**src/prs_pkg.sv**
```systemverilog
package prs_pkg;
  // apb byte offsets
  localparam logic [11:0] PRS_CMD_OFS = 12'h000;
  localparam logic [11:0] PRS_PC_OFS = 12'h004;
  localparam logic [11:0] PRS_STAT_OFS = 12'h008;
  localparam logic [11:0] PRS_MODE_OFS = 12'h00C;
  localparam logic [11:0] PRS_IMR_OFS = 12'h010;
  localparam logic [11:0] PRS_ACC_OFS = 12'h014;
  localparam logic [11:0] PRS_TIM_OFS = 12'h018;
  localparam logic [11:0] PRS_PRD_OFS = 12'h01C;
  localparam logic [11:0] PRS_TOS_OFS = 12'h020;
  // small ram block: data word index and its byte window
  localparam logic [9:0] PRS_RAM_IDX = 10'h060;
  localparam int PRS_RAM_WORDS = 32;
  localparam logic [11:0] PRS_RAM_BASE = {PRS_RAM_IDX, 2'b00};
  // command field
  localparam int PRS_OP_LSB = 0;
  localparam int PRS_TGT_LSB = 16;
  // mode register fields
  localparam int PRS_OVM_BIT = 0;
  localparam int PRS_TC_BIT = 1;
  localparam int PRS_GLOBAL_IRQ_DISABLE_BIT = 2;
  localparam int PRS_ARP_LSB = 4;
  localparam int PRS_ARB_LSB = 8;
  localparam int PRS_DP_LSB = 16;
  // status fields
  localparam int PRS_DEPTH_LSB = 0;
  localparam int PRS_INRST_BIT = 4;
  // reset values and timing
  localparam logic [15:0] PRS_PC_RST = 16'h0000;
  localparam logic [15:0] PRS_TMR_RST = 16'hFFFF;
  localparam logic [15:0] PRS_TRAP_VEC = 16'h001E;
  localparam logic [1:0] PRS_RST_CYCLES = 2'h3;
  localparam int PRS_STACK_DEPTH = 8;
  typedef enum logic [2:0]
  {
    PRS_OP_NONE,
    PRS_OP_STEP,
    PRS_OP_CALL,
    PRS_OP_ACCUMULATOR_SUBROUTINE_JUMP,
    PRS_OP_RET,
    PRS_OP_TRAP,
    PRS_OP_IRQ
  } prs_op_e;
endpackage : prs_pkg

```
**src/prs_core_reset.sv**
```systemverilog
`timescale 1ns/100ps
`default_nettype none
// Notes on behaviour
// - pin reset counts only after three low cycles; aborts and zeroes the pc
// - first fetch after reset is from program address zero
// - saturate mode, test flag and interrupt mask survive a pin reset
// - aux pointer, its backup and data page pointer survive a pin reset
// - sixteen-bit program counter with eight-entry return stack
// - direct and accumulator calls push the pc before jumping
// - subroutine exit pops top entry into the pc, rest move up
// - thirty-two word data ram at data address 60 hex, writable
// - taking an interrupt sets global disable and pushes return; a trap only pushes
// - pin reset loads countdown and period registers with all ones
module prs_core_reset
  import prs_pkg::*;
(
  input wire logic clk,
  input wire logic reset,
  input wire logic activeLowResetInput_n,
  input wire logic psel,
  input wire logic penable,
  input wire logic pwrite,
  input wire logic [11:0] paddr,
  input wire logic [31:0] pwdata,
  output logic [31:0] prdata,
  output logic pready,
  output logic pslverr,
  output logic [15:0] fetchAddr,
  output logic coreInReset
);
  logic rsMeta_r, rsSync_r;
  logic [1:0] lowCnt_r;
  logic [15:0] pc_r;
  logic [15:0] acc_r;
  logic [15:0] countdownValue_r, reloadPeriod_r;
  logic overflowSaturateMode_r, testControlFlag_r, globalIrqDisable_r;
  logic [5:0] interruptMaskBits_r;
  logic [2:0] auxPointer_r, auxPointerBackup_r;
  logic [8:0] dataPagePointer_r;
  logic [15:0] smallRamBlock [PRS_RAM_WORDS];
  logic [31:0] prdata_r;

  // ==========================================================
  // reset pin synchroniser and qualifier
  always_ff @(posedge clk)
  begin
    if (reset)
    begin
      rsMeta_r <= 1'b1;
      rsSync_r <= 1'b1;
    end
    else
    begin
      rsMeta_r <= activeLowResetInput_n;
      rsSync_r <= rsMeta_r;
    end
  end

  always_ff @(posedge clk)
  begin
    if (reset || rsSync_r)
      lowCnt_r <= 2'h0;
    else if (lowCnt_r != PRS_RST_CYCLES)
      lowCnt_r <= lowCnt_r + 2'h1;
  end

  wire pinReset = (lowCnt_r == PRS_RST_CYCLES);
  wire anyReset = reset || pinReset;

  // ==========================================================
  // apb decode
  wire setup = psel && !penable;
  wire wrEn = psel && penable && pwrite;
  wire ramHit = paddr[11:7] == PRS_RAM_BASE[11:7];
  wire [4:0] ramIdx = paddr[6:2];
  wire regHit = paddr <= PRS_TOS_OFS && paddr[1:0] == 2'b00;
  wire hit = ramHit || regHit;
  wire wrCmd = wrEn && paddr == PRS_CMD_OFS && !pinReset;
  wire wrMode = wrEn && paddr == PRS_MODE_OFS;
  wire wrImr = wrEn && paddr == PRS_IMR_OFS;
  wire wrAcc = wrEn && paddr == PRS_ACC_OFS;
  wire wrTim = wrEn && paddr == PRS_TIM_OFS;
  wire wrPrd = wrEn && paddr == PRS_PRD_OFS;
  wire wrRam = wrEn && ramHit;
  wire [2:0] opRaw = pwdata[PRS_OP_LSB +: 3];
  wire [15:0] target = pwdata[PRS_TGT_LSB +: 16];

  assign pready = 1'b1;
  assign pslverr = psel && penable && !hit;

  // ==========================================================
  // program counter and return stack
  wire opStep = wrCmd && opRaw == PRS_OP_STEP;
  wire opCall = wrCmd && opRaw == PRS_OP_CALL;
  wire opCala = wrCmd && opRaw == PRS_OP_ACCUMULATOR_SUBROUTINE_JUMP;
  wire opRet = wrCmd && opRaw == PRS_OP_RET;
  wire opTrap = wrCmd && opRaw == PRS_OP_TRAP;
  wire opIrq = wrCmd && opRaw == PRS_OP_IRQ;
  wire doPush = opCall || opCala || opTrap || opIrq;
  wire [15:0] stackTop;
  wire [3:0] stackDepth;

  prs_pc_stack u_stack
  (
    .clk(clk),
    .reset(reset),
    .push(doPush),
    .pop(opRet),
    .pushData(pc_r),
    .topData(stackTop),
    .depth(stackDepth)
  );

  wire [15:0] pcNext = opStep ? pc_r + 16'h0001 :
                       opCall ? target :
                       opCala ? acc_r :
                       opRet ? stackTop :
                       opTrap ? PRS_TRAP_VEC :
                       opIrq ? target : pc_r;

  always_ff @(posedge clk)
  begin
    if (anyReset)
      pc_r <= PRS_PC_RST;
    else
      pc_r <= pcNext;
  end

  // ==========================================================
  // mode bits: only the clock reset clears them; either reset sets global disable
  always_ff @(posedge clk)
  begin
    if (reset)
    begin
      overflowSaturateMode_r <= 1'b0;
      testControlFlag_r <= 1'b0;
      auxPointer_r <= 3'h0;
      auxPointerBackup_r <= 3'h0;
      dataPagePointer_r <= 9'h000;
      interruptMaskBits_r <= 6'h00;
    end
    else
    begin
      if (wrMode)
      begin
        overflowSaturateMode_r <= pwdata[PRS_OVM_BIT];
        testControlFlag_r <= pwdata[PRS_TC_BIT];
        auxPointer_r <= pwdata[PRS_ARP_LSB +: 3];
        auxPointerBackup_r <= pwdata[PRS_ARB_LSB +: 3];
        dataPagePointer_r <= pwdata[PRS_DP_LSB +: 9];
      end
      if (wrImr)
        interruptMaskBits_r <= pwdata[5:0];
    end
  end

  always_ff @(posedge clk)
  begin
    if (anyReset || opIrq)
      globalIrqDisable_r <= 1'b1;
    else if (wrMode)
      globalIrqDisable_r <= pwdata[PRS_GLOBAL_IRQ_DISABLE_BIT];
  end

  // ==========================================================
  // accumulator, timer registers, ram block
  always_ff @(posedge clk)
  begin
    if (reset)
      acc_r <= 16'h0000;
    else if (wrAcc)
      acc_r <= pwdata[15:0];
  end

  always_ff @(posedge clk)
  begin
    if (anyReset)
    begin
      countdownValue_r <= PRS_TMR_RST;
      reloadPeriod_r <= PRS_TMR_RST;
    end
    else
    begin
      if (wrTim)
        countdownValue_r <= pwdata[15:0];
      if (wrPrd)
        reloadPeriod_r <= pwdata[15:0];
    end
  end

  always_ff @(posedge clk)
  begin
    if (wrRam)
      smallRamBlock[ramIdx] <= pwdata[15:0];
  end

  // ==========================================================
  // read mux, registered in the setup phase
  wire [31:0] modeWord = {7'h00, dataPagePointer_r, 5'h00, auxPointerBackup_r,
                          1'b0, auxPointer_r, 1'b0, globalIrqDisable_r,
                          testControlFlag_r, overflowSaturateMode_r};
  wire [31:0] statWord = {27'h0, pinReset, stackDepth};
  wire [31:0] rdMux = ramHit ? {16'h0000, smallRamBlock[ramIdx]} :
                      paddr == PRS_PC_OFS ? {16'h0000, pc_r} :
                      paddr == PRS_STAT_OFS ? statWord :
                      paddr == PRS_MODE_OFS ? modeWord :
                      paddr == PRS_IMR_OFS ? {26'h0, interruptMaskBits_r} :
                      paddr == PRS_ACC_OFS ? {16'h0000, acc_r} :
                      paddr == PRS_TIM_OFS ? {16'h0000, countdownValue_r} :
                      paddr == PRS_PRD_OFS ? {16'h0000, reloadPeriod_r} :
                      paddr == PRS_TOS_OFS ? {16'h0000, stackTop} : 32'h00000000;

  always_ff @(posedge clk)
  begin
    if (reset)
      prdata_r <= 32'h00000000;
    else if (setup)
      prdata_r <= rdMux;
  end

  assign prdata = prdata_r;
  assign fetchAddr = pc_r;
  assign coreInReset = pinReset;
endmodule : prs_core_reset
`default_nettype wire

```
**src/prs_pc_stack.sv**
```systemverilog
`timescale 1ns/100ps
`default_nettype none
module prs_pc_stack
  import prs_pkg::*;
(
  input wire logic clk,
  input wire logic reset,
  input wire logic push,
  input wire logic pop,
  input wire logic [15:0] pushData,
  output logic [15:0] topData,
  output logic [3:0] depth
);
  logic [15:0] stk_r [PRS_STACK_DEPTH];
  logic [3:0] depth_r;

  // ==========================================================
  // eight-level return stack
  always_ff @(posedge clk)
  begin
    if (push)
    begin
      stk_r[0] <= pushData;
      for (int i = 1; i < PRS_STACK_DEPTH; i++)
        stk_r[i] <= stk_r[i-1];
    end
    else if (pop)
    begin
      for (int i = 0; i < PRS_STACK_DEPTH - 1; i++)
        stk_r[i] <= stk_r[i+1];
      stk_r[PRS_STACK_DEPTH-1] <= stk_r[PRS_STACK_DEPTH-1];
    end
  end

  always_ff @(posedge clk)
  begin
    if (reset)
      depth_r <= 4'h0;
    else if (push && depth_r != 4'h8)
      depth_r <= depth_r + 4'h1;
    else if (pop && depth_r != 4'h0)
      depth_r <= depth_r - 4'h1;
  end

  assign topData = stk_r[0];
  assign depth = depth_r;
endmodule : prs_pc_stack
`default_nettype wire

```
**config.mk**
```make
export PLATFORM = sky130hd
export DESIGN_NAME = prs_core_reset
export DESIGN_NICKNAME = d
export VERILOG_FILES = /design/src/prs_pkg.sv /design/src/prs_core_reset.sv /design/src/prs_pc_stack.sv
export SDC_FILE = /design/constraint.sdc
export NUM_CORES = 1
export LEC_CHECK = 0
export ABC_CLOCK_PERIOD_IN_PS = 6720
export BUFFER_PORTS_ARGS = -buffer_cell sky130_fd_sc_hd__buf_2
export CORE_MARGIN = 1
export CORE_UTILIZATION = 55
export CTS_CLUSTER_SIZE = 10
export DETAILED_ROUTE_END_ITERATION = 10
export MAX_ROUTING_LAYER = met4
export PLACE_DENSITY = 0.75
export SLEW_MARGIN = 20
export SYNTH_ARGS = -nofsm -noshare
export SYNTH_HDL_FRONTEND = slang
export SYNTH_HIERARCHICAL = 1
export SYNTH_SLANG_ARGS = --single-unit
export TNS_END_PERCENT = 20
```
**constraint.sdc**
```tcl
create_clock -name clk -period 6.72 [get_ports clk]
set_input_delay 1.344 -clock clk [delete_from_list [all_inputs] [get_ports clk]]
set_output_delay 1.344 -clock clk [all_outputs]
set_load 0.01 [all_outputs]
```
==> impl_metrics.py <==
metrics = {
    "yosys": {
        "ys_seq_elements": 761,
        "synth_top_area_share_pct": 60.19,
        "ys.warnings.count": 6,
        "synth_area_um2": 31930,
        "synth.area.top_cells": "edfxtp_1, mux4_2, dfxtp_1",
        "synth_edf_count": 640,
        "syn_inst": 2035,
        "async_flop_share_pct": 0,
        "synth_cell_types": 80,
        "yosysMostFrequentCell": "edfxtp_1",
        "synth_top_area_cell": "edfxtp_1",
        "synth_top_flop_cell": "edfxtp_1",
        "ys_top_cells_by_count": "edfxtp_1, nand2_1, mux4_2",
        "ys_seq_area_share_pct": 67.77,
        "syn_area_per_cell_um2": 15.69,
    },
    "grt": {
        "grt_max_degree": 97,
        "antenna_found_initial": 1,
        "grt_pass1_wl_um": 125700,
        "grt-ovfl-total": 0,
        "grtUsageTotal_pct": 30.18,
        "grt_pass1_vias": 18819,
    },
    "drt": {
        "dr_total_vias": 19233,
        "drt_iter0_markers": 2452,
        "drt-wirelength-per-cell_um": 29.38,
        "via_per_inst": 6.571,
        "firstDrtPassIters": 6,
        "postRouteAntennaNets": 0,
        "wl_um": 86000,
        "drc": 0,
    },
    "floorplan": {
        "initial_core_util_pct": 56.20,
        "chipWidth_um": 243.0,
        "io_pins": 101,
        "row_count": 87,
        "die-area_um2": 59020,
        "core_area_um2": 56820,
        "die_h_um": 243.0,
    },
    "clock_network": {
        "clk_pin_slew_ps": 50,
        "ctsHoldBuffers": 0,
        "cts.path.max_buffers": 3,
        "clkLatencyLatePin_ps": 640,
        "cts_tree": "yes",
        "cts-root-buf": "clkbuf_16",
        "htreeDepth": 3,
        "post-cts-setup-buffers": 0,
        "numCtsBuffers": 87,
        "clock_sinks": 761,
        "cts_resized": 0,
    },
    "pwr": {
        "power_mw": 9.732,
        "power.share.clock_pct": 43.1,
        "p_sw_share_pct": 21.32,
        "p_seq_share_pct": 52.5,
        "powerDensity_nw_per_um2": 274.1,
        "p_int_mw": 7.657,
        "power.share.combinational_pct": 4.4,
        "p_switching_mw": 2.075,
        "ir_drop_mv": 0.2459,
        "p_leak_nw": 11.71,
    },
    "sta": {
        "finalHoldViolCount": 0,
        "min_period_ps": 4570,
        "setup_violations": 0,
        "fin_tns_setup_ps": 0,
        "maxSlewViolCount": 0,
        "finalCritPeriodShare_pct": 68.01,
        "rsz0062_at_grt": "false",
        "fin_skew_ps": 26.73,
        "relSlewSlack_pct": 26.16,
        "fmax_mhz": 218.8,
        "whs_ps": 421.9,
        "worst_pin_slew_ps": 1096,
    },
    "critical_path": {
        "worst_setup_path_end_kind": "output pin",
        "startpoint_type": "primary input",
        "cp_max_fo": 55,
        "required_ps": 5380,
        "path_class": "primary input to output pin",
        "reg2reg_from": "lowCnt_r[0]$_SDFFE_PP0N_",
        "crit_start": "paddr[2]",
        "cp_data_arrival_time_ps": 3230,
    },
    "final_layout": {
        "fin_nets": 2180,
        "area_growth_pct": 11.17,
        "n_fill_cell": 4068,
        "layout-drive-gt1-share_pct": 24.57,
    },
    "run_status": {
        "outcome": "completed",
    },
    "job": {
        "maxCapViolCount": 0,
    },
    "worst_hold_path": {
        "hold_path_class": "register to register",
        "hp-start": "rsMeta_r$_SDFF_PP1_",
    },
    "placement": {
        "port_buffers": 92,
        "gp_congestion": 1.020,
        "post-dp-hpwl_um": 53110,
    },
}
[layout make-up]
type / instances / area [µm²] / area share [%]
Sequential cell: 761 / 21640 / 60.96
Multi-Input combinational cell: 1114 / 9437 / 26.58
Clock buffer: 124 / 2359 / 6.644
Timing Repair Buffer: 154 / 979.7 / 2.760
Tap cell: 756 / 945.9 / 2.665
Clock inverter: 9 / 106.4 / 0.2996
Inverter: 7 / 26.28 / 0.07402
Antenna cell: 2 / 5.005 / 0.01410
[layer usage]
metal	vias up	share of wire [%]	GRT usage [%]
li1	8125	-	-
met1	9790	39	39.31
met2	1117	48	46.55
met3	201	9.9	6.800
met4	0	3.8	11.41
met5	-	0	-
[layout by cell type (no fill, tap or decap), types with 5 or more instances in the layout]
cell type and count:
edfxtp_1 640, nand2_1 188, mux4_2 125, dfxtp_1 121, nor2_1 118, a21oi_1 90, buf_2 90, mux2_2 89
clkbuf_16 89, o21ai_0 61, buf_4 59, nand3_1 52, mux2i_1 44, mux2_4 40, clkbuf_1 35, a22oi_1 30
nor3_1 19, o22ai_1 15, a22o_1 14, a221o_1 14, nand2b_1 13, o211ai_1 13, nor2b_1 12, nand4_1 10
a221oi_1 10, and3_1 8, nor4_1 8, conb_1 8, inv_1 7, nor3b_1 7, a211oi_1 7, or3_1 6
a31oi_1 6, o32a_1 6, xnor2_1 5, nor3_2 5, a2111oi_0 5
[registers in the layout, indices dropped and copies added (netlist names), 4 cells and up]
| name | count |
|---|---|
| u_stack/stk_r | 128 |
| countdownValue_r | 16 |
| fetchAddr | 16 |
| prdata | 25 |
| interruptMaskBits_r | 6 |
| acc_r | 16 |
| dataPagePointer_r | 9 |
| reloadPeriod_r | 16 |
| smallRamBlock | 512 |
| u_stack/depth | 4 |
[worst max-delay path, stage by stage]
cell and delay (ps):
buf_8 440, or2_1 460, o41ai_1 180, a311oi_1 520, buf_2 230
[kinds of logic after synthesis]
| kind of cell | Yosys count | synth area share (%) |
|---|---|---|
| other | 2 | 0.02352 |
| muxes | 298 | 15.21 |
| buffers and inverters | 166 | 2.821 |
| DFF | 761 | 67.77 |
| adders and majority gates | 5 | 0.2194 |
| and+or+nand+nor | 479 | 7.061 |
| xor gates and xnor gates | 7 | 0.1920 |
| AOI/OAI and AO/OA | 317 | 6.697 |
[power groups by stage]
stage	sequential [mW]	clock, mW	combinational (mW)
floorplan	5.20	0	0.244
global placement	5.20	0	0.418
detailed placement	5.20	0	0.422
CTS	5.11	4.24	0.426
global route	5.10	4.42	0.451
finish	5.11	4.19	0.433
[final timing paths]
kind / depth (start not counted) / slack (ps) / end
max: 5 / 2150 / pslverr
min: 1 / 420 / rsSync_r$_SDFF_PP1_
max reg2reg: 11 / 3030 / u_stack/depth[3]$_SDFFE_PP0P_
min reg2reg: 1 / 420 / rsSync_r$_SDFF_PP1_
[metrics by stage]
| step | instance area, µm² | std cells | util [%] | setup WS, ps |
|---|---|---|---|---|
| final | 35500 | 2927 | 62.47 | 2150 |
| after CTS | 35490 | 2925 | 62.45 | 2127 |
| after floorplan | 31950 | 2041 | - | 342.6 |
| after global placement | 33020 | 2792 | 58.12 | 1728 |
| after detailed placement | 33020 | 2792 | 58.12 | 1602 |
| after global routing | 35500 | 2926 | 62.47 | 1994 |
No activity file was read; power rests on OpenSTA's default activity.
